===== src/hw/hsc_pkg.sv =====
// Purpose: Shared constants and types of the high-side switch channel control
// Assumes: 8-bit frames, write flag first, most significant bit first
// Notes: Bank 1 address 2 holds the hardware configuration register

package hsc_pkg;

    // ************************************************************
    // Sizes
    // ************************************************************
    localparam int HSC_CHANNELS = 6;
    localparam int HSC_LOAD_CHANNELS = 3;
    localparam int HSC_FRAME_BITS = 8;
    localparam logic [3:0] HSC_FRAME_LEN = 4'h8;

    // ************************************************************
    // Register addresses, as {bank, address}
    // ************************************************************
    localparam logic [2:0] HSC_ADR_OUT_LOW = 3'h0;
    localparam logic [2:0] HSC_ADR_OUT_HIGH = 3'h1;
    localparam logic [2:0] HSC_ADR_LOAD_CONFIG = 3'h2;
    localparam logic [2:0] HSC_ADR_SENSE_SELECT = 3'h3;
    localparam logic [2:0] HSC_ADR_HW_CONFIG = 3'h6;

    // ************************************************************
    // Field positions
    // ************************************************************
    localparam int HSC_HWC_LOW_BIT = 0;
    localparam int HSC_HWC_RESET_BIT = 1;
    localparam int HSC_HWC_STANDBY_BIT = 1;
    localparam int HSC_LOAD_PWM_BIT = 3;

    // ************************************************************
    // Reset values
    // ************************************************************
    localparam logic [5:0] HSC_OUT_RESET = 6'h00;
    localparam logic [3:0] HSC_LOAD_RESET = 4'h0;
    localparam logic [2:0] HSC_SENSE_STANDBY = 3'h7;
    localparam logic HSC_LOW_BIT_RESET = 1'h0;

    // ************************************************************
    // Frame and pin layouts
    // ************************************************************
    typedef struct packed {
        logic wr;
        logic bank;
        logic [1:0] addr;
        logic [3:0] data;
    } hsc_frame_t;

    typedef struct packed {
        logic sclk;
        logic cs_n;
        logic mosi;
        logic limp;
        logic [5:0] chan_in;
    } hsc_pins_t;

endpackage : hsc_pkg


===== src/hw/hsc_pin_sync.sv =====
// Purpose: Three-stage pin synchroniser with agreement filter
// Assumes: Pins are asynchronous to sys_clk
// Notes: Output changes once stages two and three agree

`timescale 1ns/1ps
`default_nettype none

module hsc_pin_sync
    import hsc_pkg::*;
(
    input wire logic sys_clk,
    input wire logic rst,
    input wire hsc_pkg::hsc_pins_t pins,
    output hsc_pkg::hsc_pins_t pins_s
);

    logic [9:0] s1_q;
    logic [9:0] s2_q;
    logic [9:0] s3_q;
    logic [9:0] out_q;
    wire [9:0] agree = ~(s2_q ^ s3_q);
    wire [9:0] out_d = (s3_q & agree) | (out_q & ~agree);

    // Idle levels: chip select high, rest low
    always_ff @(posedge sys_clk)
    begin
        if (rst)
        begin
            s1_q <= 10'h100;
            s2_q <= 10'h100;
            s3_q <= 10'h100;
            out_q <= 10'h100;
        end
        else
        begin
            s1_q <= pins;
            s2_q <= s1_q;
            s3_q <= s2_q;
            out_q <= out_d;
        end
    end

    assign pins_s = out_q;

endmodule : hsc_pin_sync

`default_nettype wire


===== src/hw/hsc_channel_ctrl.sv =====
// Purpose: Frame decode, registers and channel switch matrix
// Assumes: Serial mode 0, 8-bit frames, most significant bit first
// Notes: Power stage analog behaviour is outside this block
//
// Summary of operation
// - Frame holds write flag, bank, address, data
// - Writing one to reset bit resets device
// - Standby flag reads one while in standby
// - Six independent switch channels
// - Channel switches from pin or register bit
// - Load type select only for channels 0-2
// - Combining option zero: register OR pin
// - Combining option one: register AND pin
// - Reset command equals power-on register reset
// - First frame after reset: output register, error
// - Limp home resets registers, ignores writes
// - Sense code 111 means standby; other wakes

`timescale 1ns/1ps
`default_nettype none

module hsc_channel_ctrl
    import hsc_pkg::*;
(
    input wire logic sys_clk,
    input wire logic rst,
    input wire logic sclk,
    input wire logic cs_n,
    input wire logic mosi,
    output logic miso,
    output logic miso_oe,
    input wire logic limp_home_input,
    input wire logic [5:0] channel_input_pin,
    output logic [5:0] channel_power_output,
    output logic [2:0] led_load_select,
    output logic standby_flag,
    output logic transmission_error_flag
);
    import hsc_pkg::*;

    // ************************************************************
    // Pin synchronisation
    // ************************************************************
    hsc_pins_t pins;
    hsc_pins_t pins_s;

    assign pins = '{sclk: sclk, cs_n: cs_n, mosi: mosi,
                    limp: limp_home_input, chan_in: channel_input_pin};

    hsc_pin_sync u_sync (
        .sys_clk(sys_clk),
        .rst(rst),
        .pins(pins),
        .pins_s(pins_s)
    );

    // ************************************************************
    // State
    // ************************************************************
    logic sclk_prev_q;
    logic cs_prev_q;
    logic [7:0] shin_q;
    logic [7:0] shout_q;
    logic [3:0] cnt_q;
    logic err_flag_q;
    logic [2:0] rd_ptr_q;
    logic [5:0] out_reg_q;
    logic [3:0] load_q;
    logic [2:0] sense_q;
    logic low_bit_q;
    logic soft_rst_q;
    logic [5:0] chan_q;

    // ************************************************************
    // Edge and frame decode
    // ************************************************************
    wire sclk_rise = pins_s.sclk & ~sclk_prev_q;
    wire sclk_fall = ~pins_s.sclk & sclk_prev_q;
    wire cs_start = ~pins_s.cs_n & cs_prev_q;
    wire cs_end = pins_s.cs_n & ~cs_prev_q;
    wire frame_ok = cs_end & (cnt_q == HSC_FRAME_LEN);
    wire hsc_frame_t frm = shin_q;
    wire [2:0] frm_adr = {frm.bank, frm.addr};
    wire limp = pins_s.limp;
    wire reg_rst = rst | soft_rst_q | limp;
    wire do_write = frame_ok & frm.wr & ~limp;
    wire wr_out_low = do_write & (frm_adr == HSC_ADR_OUT_LOW);
    wire wr_out_high = do_write & (frm_adr == HSC_ADR_OUT_HIGH);
    wire wr_load = do_write & (frm_adr == HSC_ADR_LOAD_CONFIG);
    wire wr_sense = do_write & (frm_adr == HSC_ADR_SENSE_SELECT);
    wire wr_hwc = do_write & (frm_adr == HSC_ADR_HW_CONFIG);
    wire standby = (sense_q == HSC_SENSE_STANDBY);
    wire pwm_mode = load_q[HSC_LOAD_PWM_BIT];

    // ************************************************************
    // Read data
    // ************************************************************
    logic [3:0] rd_data;
    always_comb
    begin
        unique case (rd_ptr_q)
            HSC_ADR_OUT_LOW: rd_data = out_reg_q[3:0];
            HSC_ADR_OUT_HIGH: rd_data = {2'h0, out_reg_q[5:4]};
            HSC_ADR_LOAD_CONFIG: rd_data = load_q;
            HSC_ADR_SENSE_SELECT: rd_data = {1'h0, sense_q};
            HSC_ADR_HW_CONFIG: rd_data = {2'h0, standby, low_bit_q};
            default: rd_data = 4'h0;
        endcase
    end

    wire [7:0] resp = {err_flag_q, rd_ptr_q, rd_data};

    // ************************************************************
    // Channel matrix
    // ************************************************************
    wire [5:0] chan_reg_mix = pwm_mode ?
        (out_reg_q & pins_s.chan_in) :
        (out_reg_q | pins_s.chan_in);
    wire [5:0] chan_d = limp ? pins_s.chan_in : chan_reg_mix;

    // ************************************************************
    // Serial shift
    // ************************************************************
    always_ff @(posedge sys_clk)
    begin
        if (rst)
        begin
            sclk_prev_q <= 1'h0;
            cs_prev_q <= 1'h1;
            shin_q <= 8'h00;
            shout_q <= 8'h00;
            cnt_q <= 4'h0;
            chan_q <= HSC_OUT_RESET;
        end
        else
        begin
            sclk_prev_q <= pins_s.sclk;
            cs_prev_q <= pins_s.cs_n;
            chan_q <= chan_d;
            if (cs_start)
            begin
                shout_q <= resp;
                cnt_q <= 4'h0;
            end
            else if (~pins_s.cs_n && sclk_rise)
            begin
                shin_q <= {shin_q[6:0], pins_s.mosi};
                if (cnt_q != 4'hf)
                begin
                    cnt_q <= cnt_q + 4'h1;
                end
            end
            else if (~pins_s.cs_n && sclk_fall)
            begin
                shout_q <= {shout_q[6:0], 1'h0};
            end
        end
    end

    // ************************************************************
    // Registers
    // ************************************************************
    always_ff @(posedge sys_clk)
    begin
        if (reg_rst)
        begin
            out_reg_q <= HSC_OUT_RESET;
            load_q <= HSC_LOAD_RESET;
            sense_q <= HSC_SENSE_STANDBY;
            low_bit_q <= HSC_LOW_BIT_RESET;
        end
        else
        begin
            if (wr_out_low)
            begin
                out_reg_q[3:0] <= frm.data;
            end
            if (wr_out_high)
            begin
                out_reg_q[5:4] <= frm.data[1:0];
            end
            if (wr_load)
            begin
                load_q <= frm.data;
            end
            if (wr_sense)
            begin
                sense_q <= frm.data[2:0];
            end
            if (wr_hwc)
            begin
                low_bit_q <= frm.data[HSC_HWC_LOW_BIT];
            end
        end
    end

    // ************************************************************
    // Reset command, error flag, read pointer
    // ************************************************************
    always_ff @(posedge sys_clk)
    begin
        if (rst | soft_rst_q)
        begin
            soft_rst_q <= 1'h0;
            err_flag_q <= 1'h1;
            rd_ptr_q <= HSC_ADR_OUT_LOW;
        end
        else
        begin
            soft_rst_q <= wr_hwc & frm.data[HSC_HWC_RESET_BIT];
            if (cs_end)
            begin
                err_flag_q <= ~frame_ok;
            end
            if (frame_ok)
            begin
                rd_ptr_q <= frm_adr;
            end
        end
    end

    // ************************************************************
    // Outputs
    // ************************************************************
    assign miso = shout_q[7];
    assign miso_oe = ~pins_s.cs_n;
    assign channel_power_output = chan_q;
    assign led_load_select = load_q[2:0];
    assign standby_flag = standby;
    assign transmission_error_flag = err_flag_q;

endmodule : hsc_channel_ctrl

`default_nettype wire


===== config.mk =====
export PLATFORM = sky130hd
export DESIGN_NAME = hsc_channel_ctrl
export DESIGN_NICKNAME = d
export VERILOG_FILES = /design/src/hw/hsc_pkg.sv /design/src/hw/hsc_pin_sync.sv /design/src/hw/hsc_channel_ctrl.sv
export SDC_FILE = /design/constraint.sdc
export NUM_CORES = 1
export LEC_CHECK = 0
export BUFFER_PORTS_ARGS = -buffer_cell sky130_fd_sc_hd__buf_2
export CAP_MARGIN = 10
export CELL_PAD_IN_SITES_DETAIL_PLACEMENT = 1
export CELL_PAD_IN_SITES_GLOBAL_PLACEMENT = 1
export CORE_MARGIN = 2
export CORE_UTILIZATION = 49
export CTS_BUF_LIST = sky130_fd_sc_hd__clkbuf_4 sky130_fd_sc_hd__clkbuf_8 sky130_fd_sc_hd__clkbuf_16
export DETAILED_ROUTE_END_ITERATION = 16
export PLACE_DENSITY = 0.87
export SYNTH_ARGS = -nofsm -noshare
export SYNTH_HDL_FRONTEND = slang
export SYNTH_HIERARCHICAL = 1
export SYNTH_SLANG_ARGS = --single-unit

===== constraint.sdc =====
create_clock -name sys_clk -period 2.15 [get_ports sys_clk]
set_clock_uncertainty 0.1 [all_clocks]
set_input_delay 0 -clock sys_clk [delete_from_list [all_inputs] [get_ports sys_clk]]
set_output_delay 0 -clock sys_clk [all_outputs]
set_load 0.01 [all_outputs]

; After elaboration in Yosys (flattened, before gate mapping)
; Cells that the tools add are included.
[totals]
reg_bits = 87
in_bits = 12
output_inout_bits = 13
wordCells = 76
[classes]
addsub = 1
n_eq_ne = 12
n_mux = 6
n_bitwise = 30
n_reduce_logical = 9
[op_table]
columns = operator, count
row1 = 2-to-1 mux 8 bit, 3
row2 = AND 10 bit, 2
row3 = NOT 10 bit, 2
row4 = case mux 4 bit (5 select lines), 1
row5 = AND 1 bit, 13
row6 = == test 3 x 2 -> 1 bit (second input constant), 4
row7 = 2-to-1 mux 6 bit, 2
row8 = OR 10 bit, 1
row9 = bitwise XOR 10 bit, 1
row10 = == test 3 bit (second input constant), 3
row11 = NOT 1 bit, 7
row12 = AND 6 bit, 1
row13 = == test 3 x 1 -> 1 bit (second input constant), 2
row14 = logical NOT 3 bit, 2
row15 = OR 6 bit, 1
row16 = AND reduction 2 bit, 3
row17 = adder 4 x 1 -> 4 bit (second input constant), 1
row18 = == test 4 bit (second input constant), 1
row19 = inequality test 4 bit (second input constant), 1
row20 = logical AND 1 bit, 2
row21 = inequality test 2 bit (second input constant), 1
row22 = OR 1 bit, 2
row23 = nonzero test 2 bit, 1
row24 = OR reduction 2 bit, 1

; Logic depth before layout (Yosys ltp)
; Gate-level depths: netlist of the first run.
[logic_depth]
ltp_word = 7
ltp_mapped = 6
ltp_nobuf = 6

; By module
; The synthesis of the first run kept the hierarchy.
[by_module_without_submodules]
columns = module, n_inst, cells_per_inst, area_per_inst_um2, seq_area_each_um2
row1 = hsc_channel_ctrl, 1, 244, 2105.8, 940.9
row2 = hsc_pin_sync, 1, 104, 1157.4, 800.8

; Worst setup path before layout of the first run
; OpenSTA, ideal clock, no wires.
[synth_path]
path_kind = reg-to-reg
startpoint = register rd_ptr_q[1]
endpoint = register shout_q[1]
setup_time_ps = 132
arrival_time_ps = 1236
t_required_ps = 1918
slack_ps = 682
stages_incl_launch_ff = 6
n_path_buf = 1
period_less_slack_ps = 1468
cell_sequence = dfxtp_1 > buf_6 > mux4_2 > mux2i_1 > and3_1 > nor4_2
[synth_between]
elab_chain_cells = 3
elab_cells_between_ends = 7
classes_between = eq/ne (4) / mux (2) / reduce/logical (1)
[synth_rtl]
columns = item, line_no
row1 = from (decl), hsc_channel_ctrl.sv:66  ; logic [2:0] rd_ptr_q;
row2 = from (signal assigned), hsc_channel_ctrl.sv:217  ; rd_ptr_q <= frm_adr;
row3 = == test 3 bit (tied with other cells), hsc_channel_ctrl.sv:101  ; unique case (rd_ptr_q)
row4 = case mux 4 bit (5 select lines) (*), hsc_channel_ctrl.sv:101
row5 = 2-to-1 mux 8 bit (*), hsc_channel_ctrl.sv:140  ; if (cs_start)
row6 = to (signal assigned), hsc_channel_ctrl.sv:142  ; shout_q <= resp;
row7 = to (signal assigned), hsc_channel_ctrl.sv:155  ; shout_q <= {shout_q[6:0], 1'h0};
row8 = to (decl), hsc_channel_ctrl.sv:63  ; logic [7:0] shout_q;
; Mark *: on every way between the ends. The rest lies on a longest branch, timed or not.
; A chain may end at the register's enable or synchronous reset.

==> results.yml, run 1 <==
die:
  fp.dieW_um: 85.6
  rows: 29
  design.core.area_um2: 6390
  ios: 25
  die_h_um: 85.6
  initial_core_util: 0.511
  die-area_um2: 7330
grt:
  grt_first_pass_wirelength_um: 12700
  grt_usage: 0.221
  antenna_found_initial: 0
  grt_max_degree: 38
  first_global_vias: 2645
  grt-ovfl-total: 0
synthesis:
  ys.flop_type: "dfxtp_1"
  syn-num-nets: 362
  yosysSeqAreaShare: 0.534
  syn_avg_cell_area_um2: 9.38
  synth_top_area_share: 0.534
  synth_cell_types: 42
  synth_area_um2: 3260
  synthCells: 348
  ys_seq_elements: 87
  synth.area.top_cells: "dfxtp_1, nor2b_1, o21ai_0"
  yosys_warnings: 6
  synthArstFlopShare: 0
  synth_edf_count: 0
  synth_top_area_cell: "dfxtp_1"
setup_path:
  cp_slowest_cell: "dfxtp_1"
  slowest_delay_ns: 0.61
  crit_fanout: 12
  arrival_ns: 1.99
  path_buf_inv: 1
  required_ns: 2.32
  start_kind: "register"
  cpLargestDelayFamily: "simple AND/OR/NAND/NOR gates"
  reg2reg_setup_slack_ns: 0.33
  worstSetupPathType: "register to register"
  crit_chain: "inv_2 > nor4_4 > and3_1 > mux2i_1"
  end_kind: "register"
clock_tree:
  path_clk_slew_ns: 0.08
  cts_tree: "done"
  cts-root-buf: "clkbuf_8"
  clock-sinks: 87
  cts_setup_buffers: 0
  clock_latency_ns: 0.36
  cts_made_buffers: 9
  htreeDepth: 3
  cts_buffer_depth: 2
cells_and_area:
  drive_above_1_share: 0.145
  layoutNonFillerInstCount: 463
  n_antenna_cell: 0
  area_delta_synth_final_pct: 15.0
  fill_cells: 722
  fin_nets: 395
power:
  internal_power_mw: 2.38
  switching_share: 0.206
  leakagePower_nw: 1.38
  power.switching_uw: 616
  power_frac_clock: 0.423
  peakVddDrop_mv: 0.558
  pwr-share-seq: 0.549
  powerDensity_nw_per_um2: 798
  power_frac_comb: 0.028
sta:
  fin_crit_ns: 1.82
  rsz0062_at_grt: "no"
  final-hold-violation-count: 0
  setup-violations-final: 0
  fin_crit_sh: 0.847
  slew_headroom: 0.687
  fin_tns_setup_ns: 0
  worst_slew_pin_slew_ns: 0.466
  final_max_slew_viol_count: 0
  fmax_ghz: 0.549
routing:
  drt-initial-drc-count: 102
  dr.pass1.iters: 4
  via_count: 2587
  wl_um: 7610
  wl_per_cell_um: 16.4
  vias_per_cell: 5.59
  ant_nets: 0
  drc: 0
placed_design:
  place.gp.congestion: 0.861
  numPortBuffers: 24
  dpl.cell_count: 436
  detailed_place_hpwl_um: 4910
run:
  cap_violations: 0
status:
  status: "completed"
min_path:
  min_path_type: "primary input to register"
[synthesized netlist by cell type (all sizes together), types with 2 or more instances]
library cell,n
dfxtp,87
o21ai,38
nor2b,35
nand2,34
a21oi,32
nand3,18
nor2,18
buf,16
mux2i,11
nor3,8
inv,6
a211oi,5
and3,5
nor4,4
or2,4
clkbuf,3
nand2b,3
a32oi,2
and4bb,2
ha,2
xor2,2
[final cells by class]
cell class                      instances  area, um2  area share
Timing Repair Buffer                   41        288      0.0767
Clock inverter                          4       77.6      0.0207
Tap cell                               77       96.3      0.0257
Inverter                                6       22.5     0.00600
Sequential cell                        87       1740       0.464
Multi-Input combinational cell        236       1380       0.368
Clock buffer                           12        146      0.0390
[worst paths after layout]
kind                       start              to  cells after the start
setup reg to reg        register       low_bit_q                      4
hold / removal              cs_n  u_sync/s1_q[8]                      3
setup / recovery        register       low_bit_q                      4
hold reg to reg   u_sync/s1_q[8]  u_sync/s2_q[8]                      1
[power by group through the flow]
stage	Combinational (mW)	Sequential, mW	Clock [mW]
2_1_floorplan	0.0449	1.68	0
3_3_place_gp	0.0641	1.68	0
3_5_place_dp	0.0665	1.68	0
4_1_cts	0.0822	1.64	1.29
5_1_grt	0.0920	1.65	1.36
6_report	0.0836	1.64	1.27
[cell families (layout without fill, tap and decap cells)]
logic type,Yosys count,after routing,share of synthesized area
compound gates,79,79,0.130
xor+xnor,3,3,0.00805
fa+ha+maj,2,2,0.00767
buf+inv,25,63,0.0433
flops,87,87,0.534
mux,13,13,0.0441
simple gates,139,139,0.234
[metrics by stage]
step                      hold slack [ns]  power [mW]  utilization  setup slack, ns  cell area [um2]
final                               0.259        2.99        0.588            0.328             3750
after global routing                0.265        3.10        0.588            0.240             3750
after CTS                           0.245        3.02        0.588            0.336             3750
after detailed placement           0.0891        1.75        0.535            0.444             3420
after global placement             0.0875        1.74        0.535            0.543             3420
after floorplan                  -0.00286        1.72            -            0.682             3260
[layer usage]
layer | up-vias | share of wire | GRT usage
li1 | 1258 | - | -
met1 | 1263 | 0.45 | 0.266
met2 | 48 | 0.50 | 0.377
met3 | 18 | 0.035 | 0.0462
met4 | 0 | 0.020 | 0.105
met5 | - | 0 | 0
[placed cells by master (no fill, tap or decap), types with 2 or more instances in the layout]
cell type / count
nor2_1: 18
nand3_1: 18
bufinv_16: 2
buf_2: 24
nand2b_1: 3
inv_1: 5
nor3_1: 8
nor2b_1: 35
mux2i_1: 11
clkbuf_4: 3
or2_1: 4
a211oi_1: 5
xor2_1: 2
and4bb_2: 2
a21oi_1: 31
nor4_1: 2
a32oi_1: 2
o21ai_0: 38
ha_1: 2
dlygate4sd3_1: 11
buf_4: 5
and3_1: 4
inv_6: 2
nand2_1: 34
dfxtp_1: 87
clkbuf_8: 9
[worst register-to-register path, stage by stage (launching register included)]
cell and delay [ns]:
dfxtp_1 0.61, inv_2 0.12, nor4_4 0.40, and3_1 0.30
mux2i_1 0.22
[what timing repair did]
| item | 4_1_cts | 5_1_grt |
|---|---|---|
| hold buffers | 11 | 0 |
| hold endpoints to repair | 18 | 0 |
| gates resized for setup | 0 | 0 |
| setup endpoints to repair | 0 | 0 |
No activity file was read; power rests on OpenSTA's default activity.
==> run 2: changes to the inputs <==
CORE_UTILIZATION = 41   (was 49)
PLACE_DENSITY = 0.78   (was 0.87)
clock period = 1.64 ns   (was 2.15 ns; I/O delays follow)
==> run 2 against run 1 <==
  * Clock power is 9% higher
  * Non-clock buffer count is 12 higher
  * Worst setup slack worse by 0.26 ns
  * Cell count is 7.8% higher
  * Critical path type unchanged
  * Critical endpoint is now sense_q[0]
  * Largest cell class unchanged
==> results.yml, run 2 (synthesis results as in run 1) <==
clock_tree:
  cts_tree: "done"
  cts_made_buffers: 9
  cts_buffer_depth: 2
  cts-root-buf: "clkbuf_8"
  clock-sinks: 87
  htreeDepth: 3
  path_clk_slew_ns: 0.08
  clock_latency_ns: 0.36
power:
  leakagePower_nw: 1.42
  p_total_mw: 3.64
  peakVddDrop_mv: 0.731
  powerDensity_nw_per_um2: 943
sta:
  layout_setup_ws_ns: 0.0730
  rsz0062_at_grt: "yes"
  fin_crit_ns: 1.57
  slew_headroom: 0.705
  setup-violations-final: 0
  final_max_slew_viol_count: 0
  worst_slew_pin_slew_ns: 0.442
  fin_crit_sh: 0.956
  final-hold-violation-count: 0
  fmax_ghz: 0.638
setup_path:
  slowest_delay_ns: 0.35
  reg2reg_setup_slack_ns: 0.07
  required_ns: 1.78
  arrival_ns: 1.71
  cp_slowest_cell: "dfxtp_2"
  path_buf_inv: 1
  path_depth: 6
  startpoint: "cnt_q[1]"
  cpLargestDelayFamily: "simple AND/OR/NAND/NOR gates"
  worstSetupPathType: "register to register"
  timing.rr.start: "cnt_q[1]"
  crit_chain: "inv_2 > ha_4 > and4bb_4 > nand4_1 > nor3_1 > a21oi_1"
  end_kind: "register"
  crit_fanout: 6
  reg2reg_depth: 6
  start_kind: "register"
  r2r-end: "sense_q[0]"
  crit_path_end: "sense_q[0]"
cells_and_area:
  fin_nets: 407
  fill_cells: 906
  final_area_um2: 3860
  final_common_cell: "dfxtp_1"
  n_antenna_cell: 0
  seqCellArea_um2: 1750
  final_cell_mix: "dfxtp_1, o21ai_0, nor2b_1"
  area_delta_synth_final_pct: 18.3
  drive_above_1_share: 0.194
  multi_input_area_um2: 1420
  final_util: 0.500
routing:
  vias_per_cell: 5.18
  dr.pass1.iters: 4
  ant_nets: 0
  wl_per_cell_um: 15.1
  wl_um: 7550
  drt-initial-drc-count: 94
  drc: 0
  via_count: 2584
run:
  cap_violations: 0
placed_design:
  place.gp.congestion: 0.819
  dp_worst_setup_slack_ns: 0.00248
  detailed_place_hpwl_um: 5200
  numPortBuffers: 24
  dpl_cell_area_um2: 3510
grt:
  grt-ovfl-total: 0
  grt_first_pass_wirelength_um: 12800
  grt_usage: 0.189
  first_global_vias: 2641
  antenna_found_initial: 0
  grt_max_degree: 47
die:
  die-area_um2: 8690
  fp.dieW_um: 93.2
  rows: 32
  initial_core_util: 0.422
  die_h_um: 93.2
  design.core.area_um2: 7730
  ios: 25
status:
  status: "completed"
min_path:
  min_path_type: "primary input to register"
-- run 2: changes by cell type in the layout (fill, tap and decap cells not counted), sizes merged --
| cell | previous run | this run |
|---|---|---|
| buf | 30 | 42 |
| bufinv | 2 | 0 |
| inv | 8 | 7 |
| clkbuf | 12 | 11 |
| clkinvlp | 0 | 1 |
| clkinv | 0 | 2 |
-- run 2: stage by stage --
step | instances | hold slack [ns] | TNS (ns)
2_1_floorplan | 348 | -0.00286 | 0
3_3_place_gp | 471 | 0.0787 | 0
3_5_place_dp | 471 | 0.0809 | 0
4_1_cts | 497 | 0.242 | 0
5_1_grt | 499 | 0.262 | -0.0435
6_report | 499 | 0.259 | 0
-- run 2: worst min path at each step --
stage          start             end  slack [ns]  cells after the start
3_3_place_gp    cs_n  u_sync/s1_q[8]        0.08                      2
5_1_grt         cs_n  u_sync/s1_q[8]        0.26                      3
2_1_floorplan   cs_n  u_sync/s1_q[8]      -0.003                      1
4_1_cts         cs_n  u_sync/s1_q[8]        0.24                      3
3_5_place_dp    cs_n  u_sync/s1_q[8]        0.08                      2
6_report        cs_n  u_sync/s1_q[8]        0.26                      3
-- run 2: report_power, final --
| part | internal (mW) | switching (mW) |
|---|---|---|
| logic | 0.0520 | 0.0537 |
| registers | 2.14 | 0.0132 |
| clock network | 0.630 | 0.749 |
| total | 2.82 | 0.816 |
-- run 2: final cells by class --
cell class | count | area share
Multi-Input combinational cell | 236 | 0.367
Inverter | 6 | 0.00583
Tap cell | 102 | 0.0331
Clock buffer | 11 | 0.0392
Timing Repair Buffer | 53 | 0.0947
Sequential cell | 87 | 0.452
Clock inverter | 4 | 0.00778
-- run 2: worst register-to-register path, cell delays in order (launching register included) --
cell	delay [ns]
dfxtp_2	0.35
inv_2	0.07
ha_4	0.13
and4bb_4	0.28
nand4_1	0.25
nor3_1	0.21
a21oi_1	0.06
-- run 2: timing repair --
item | 4_1_cts | 5_1_grt
endpoints found under the setup margin | 2 | 17
setup buffers | 0 | 2
pin swaps | 0 | 3
hold buffers | 11 | 0
hold endpoints to repair | 16 | 0
gates resized for setup | 1 | 11
-- run 2: routing by layer --
metal  share of wire  GRT usage
met3           0.031     0.0508
met5               0          0
met2            0.50      0.327
met4           0.013     0.0539
met1            0.45      0.232
==> run 3: changes to the inputs <==
CORE_ASPECT_RATIO = 1.25   (was unset)
==> run 3 against run 2 <==
  * Total power up 8.5%
  * Non-clock buffer count down 1
  * Sequential share of layout area down 0.40 points
  * Worst setup slack worse by 0.040 ns
  * Fmax down 2.5%
  * Sequential power about the same
==> results.yml, run 3 (synthesis results as in run 1) <==
status:
  status: "completed"
die:
  design.core.area_um2: 7750
  initial_core_util: 0.421
  die-area_um2: 8690
  fp.dieW_um: 83.8
  rows: 36
  ios: 25
  die_h_um: 104
sta:
  setup-violations-final: 0
  fin_tns_setup_ns: 0
  final_max_slew_viol_count: 0
  fin_crit_ns: 1.61
  slew_headroom: 0.655
  layout_setup_ws_ns: 0.0331
  fin_crit_sh: 0.980
  fmax_ghz: 0.622
  holdWs_ns: 0.254
  final-hold-violation-count: 0
  worst_slew_pin_slew_ns: 0.518
grt:
  grt-ovfl-total: 0
  antenna_found_initial: 0
  grt_max_degree: 56
  first_global_vias: 2706
  grt_usage: 0.187
  grt_first_pass_wirelength_um: 12900
min_path:
  min_path_type: "primary input to register"
  worstHoldEndpoint: "u_sync/s1_q[8]"
  hold-path-cell-count: 3
  min-delay-start: "cs_n"
cells_and_area:
  final_cell_mix: "dfxtp_1, o21ai_0, nor2b_1"
  layoutNonFillerInstCount: 492
  n_antenna_cell: 0
  final_area_um2: 3890
  area_delta_synth_final_pct: 19.2
  fin_nets: 406
  final_common_cell: "dfxtp_1"
  drive_above_1_share: 0.194
routing:
  drc: 0
  dr.pass1.iters: 4
  wl_um: 7840
  vias_per_cell: 5.33
  drt-initial-drc-count: 109
  ant_nets: 0
  wl_per_cell_um: 15.9
  via_count: 2622
setup_path:
  crit_fanout: 6
  r2r-end: "sense_q[0]"
  crit_chain: "inv_2 > ha_2 > and4bb_2 > nand4_1 > buf_6 > buf_4 > a21oi_1"
  path_buf_inv: 3
  arrival_ns: 1.80
  end_kind: "register"
  timing.rr.start: "cnt_q[0]"
  start_kind: "register"
  slowest_delay_ns: 0.34
  required_ns: 1.83
  cp_slowest_cell: "dfxtp_1"
  reg2reg_depth: 7
  worstSetupPathType: "register to register"
  cpLargestDelayFamily: "simple AND/OR/NAND/NOR gates"
  reg2reg_setup_slack_ns: 0.03
power:
  peakVddDrop_mv: 0.720
  leakagePower_nw: 1.43
  powerDensity_nw_per_um2: 1010
placed_design:
  place.gp.congestion: 0.859
  dp_worst_setup_slack_ns: -0.0745
  dpl.cell_count: 460
  numPortBuffers: 24
  dpl_cell_area_um2: 3470
  detailed_place_hpwl_um: 5060
run:
  cap_violations: 0
clock_tree:
  cts_buffer_depth: 2
  clock_latency_ns: 0.36
  htreeDepth: 3
  cts_tree: "done"
  clock-sinks: 87
  cts_made_buffers: 9
  cts-root-buf: "clkbuf_8"
  path_clk_slew_ns: 0.09
run 3: cell count changes in the layout (fill, tap and decap cells not counted), moves of 2 or more:
| cell | previous run | this run |
|---|---|---|
| bufinv_16 | 0 | 2 |
| nor3_1 | 7 | 5 |
| buf_4 | 18 | 16 |
| clkbuf_8 | 11 | 9 |
run 3: metal layers:
layer | GRT usage | up-vias | part of all wire | wire length (um)
met5 | 0 | - | 0 | 0
met1 | 0.208 | 1261 | 0.42 | 3290
li1 | - | 1286 | - | -
met2 | 0.330 | 53 | 0.52 | 4050
met4 | 0.105 | 0 | 0.034 | 266
met3 | 0.0351 | 22 | 0.030 | 235
run 3: report_power, final:
part,leakage [nW],switching [mW],internal (mW)
registers,0.705,0.0130,2.14
logic,0.613,0.0564,0.0521
clock network,0.112,0.809,0.876
run 3: area by class of cell:
| type | instances | area [um2] |
|---|---|---|
| clock buffer | 9 | 124 |
| clock inverter | 7 | 101 |
| fill | 896 | 3860 |
| inverter | 6 | 22.5 |
| multi-input combinational | 236 | 1420 |
| sequential | 87 | 1740 |
| tap | 95 | 119 |
| timing repair buffer | 52 | 362 |
run 3: how the worst max path moves through the flow:
| stage | startpoint | to | cells after the start |
|---|---|---|---|
| 3_3_place_gp | register | low_bit_q | 4 |
| 6_report | cnt_q[0] | sense_q[0] | 7 |
| 4_1_cts | cnt_q[0] | load_q[1] | 6 |
| 2_1_floorplan | rd_ptr_q[1] | shout_q[1] | 5 |
| 3_5_place_dp | register | low_bit_q | 4 |
| 5_1_grt | cnt_q[0] | sense_q[1] | 7 |
run 3: repair_timing:
item                                    in CTS  in global routing
pin swaps                                    2                  3
resized for setup                            2                 10
cloned                                       0                  0
hold buffers                                11                  0
hold endpoints to repair                    12                  0
buffers inserted                             3                  2
endpoints found under the setup margin       3                 30
run 3: tightest hold or removal path, stage by stage:
cell and delay [ns]:
dlygate4sd3_1 0.52, buf_2 0.09, or2_1 0.08
run 3: metrics by stage:
stage / power, mW / util
floorplan: 2.26 / -
global placement: 2.28 / 0.448
detailed placement: 2.29 / 0.448
CTS: 3.97 / 0.495
global route: 4.08 / 0.502
finish: 3.95 / 0.502
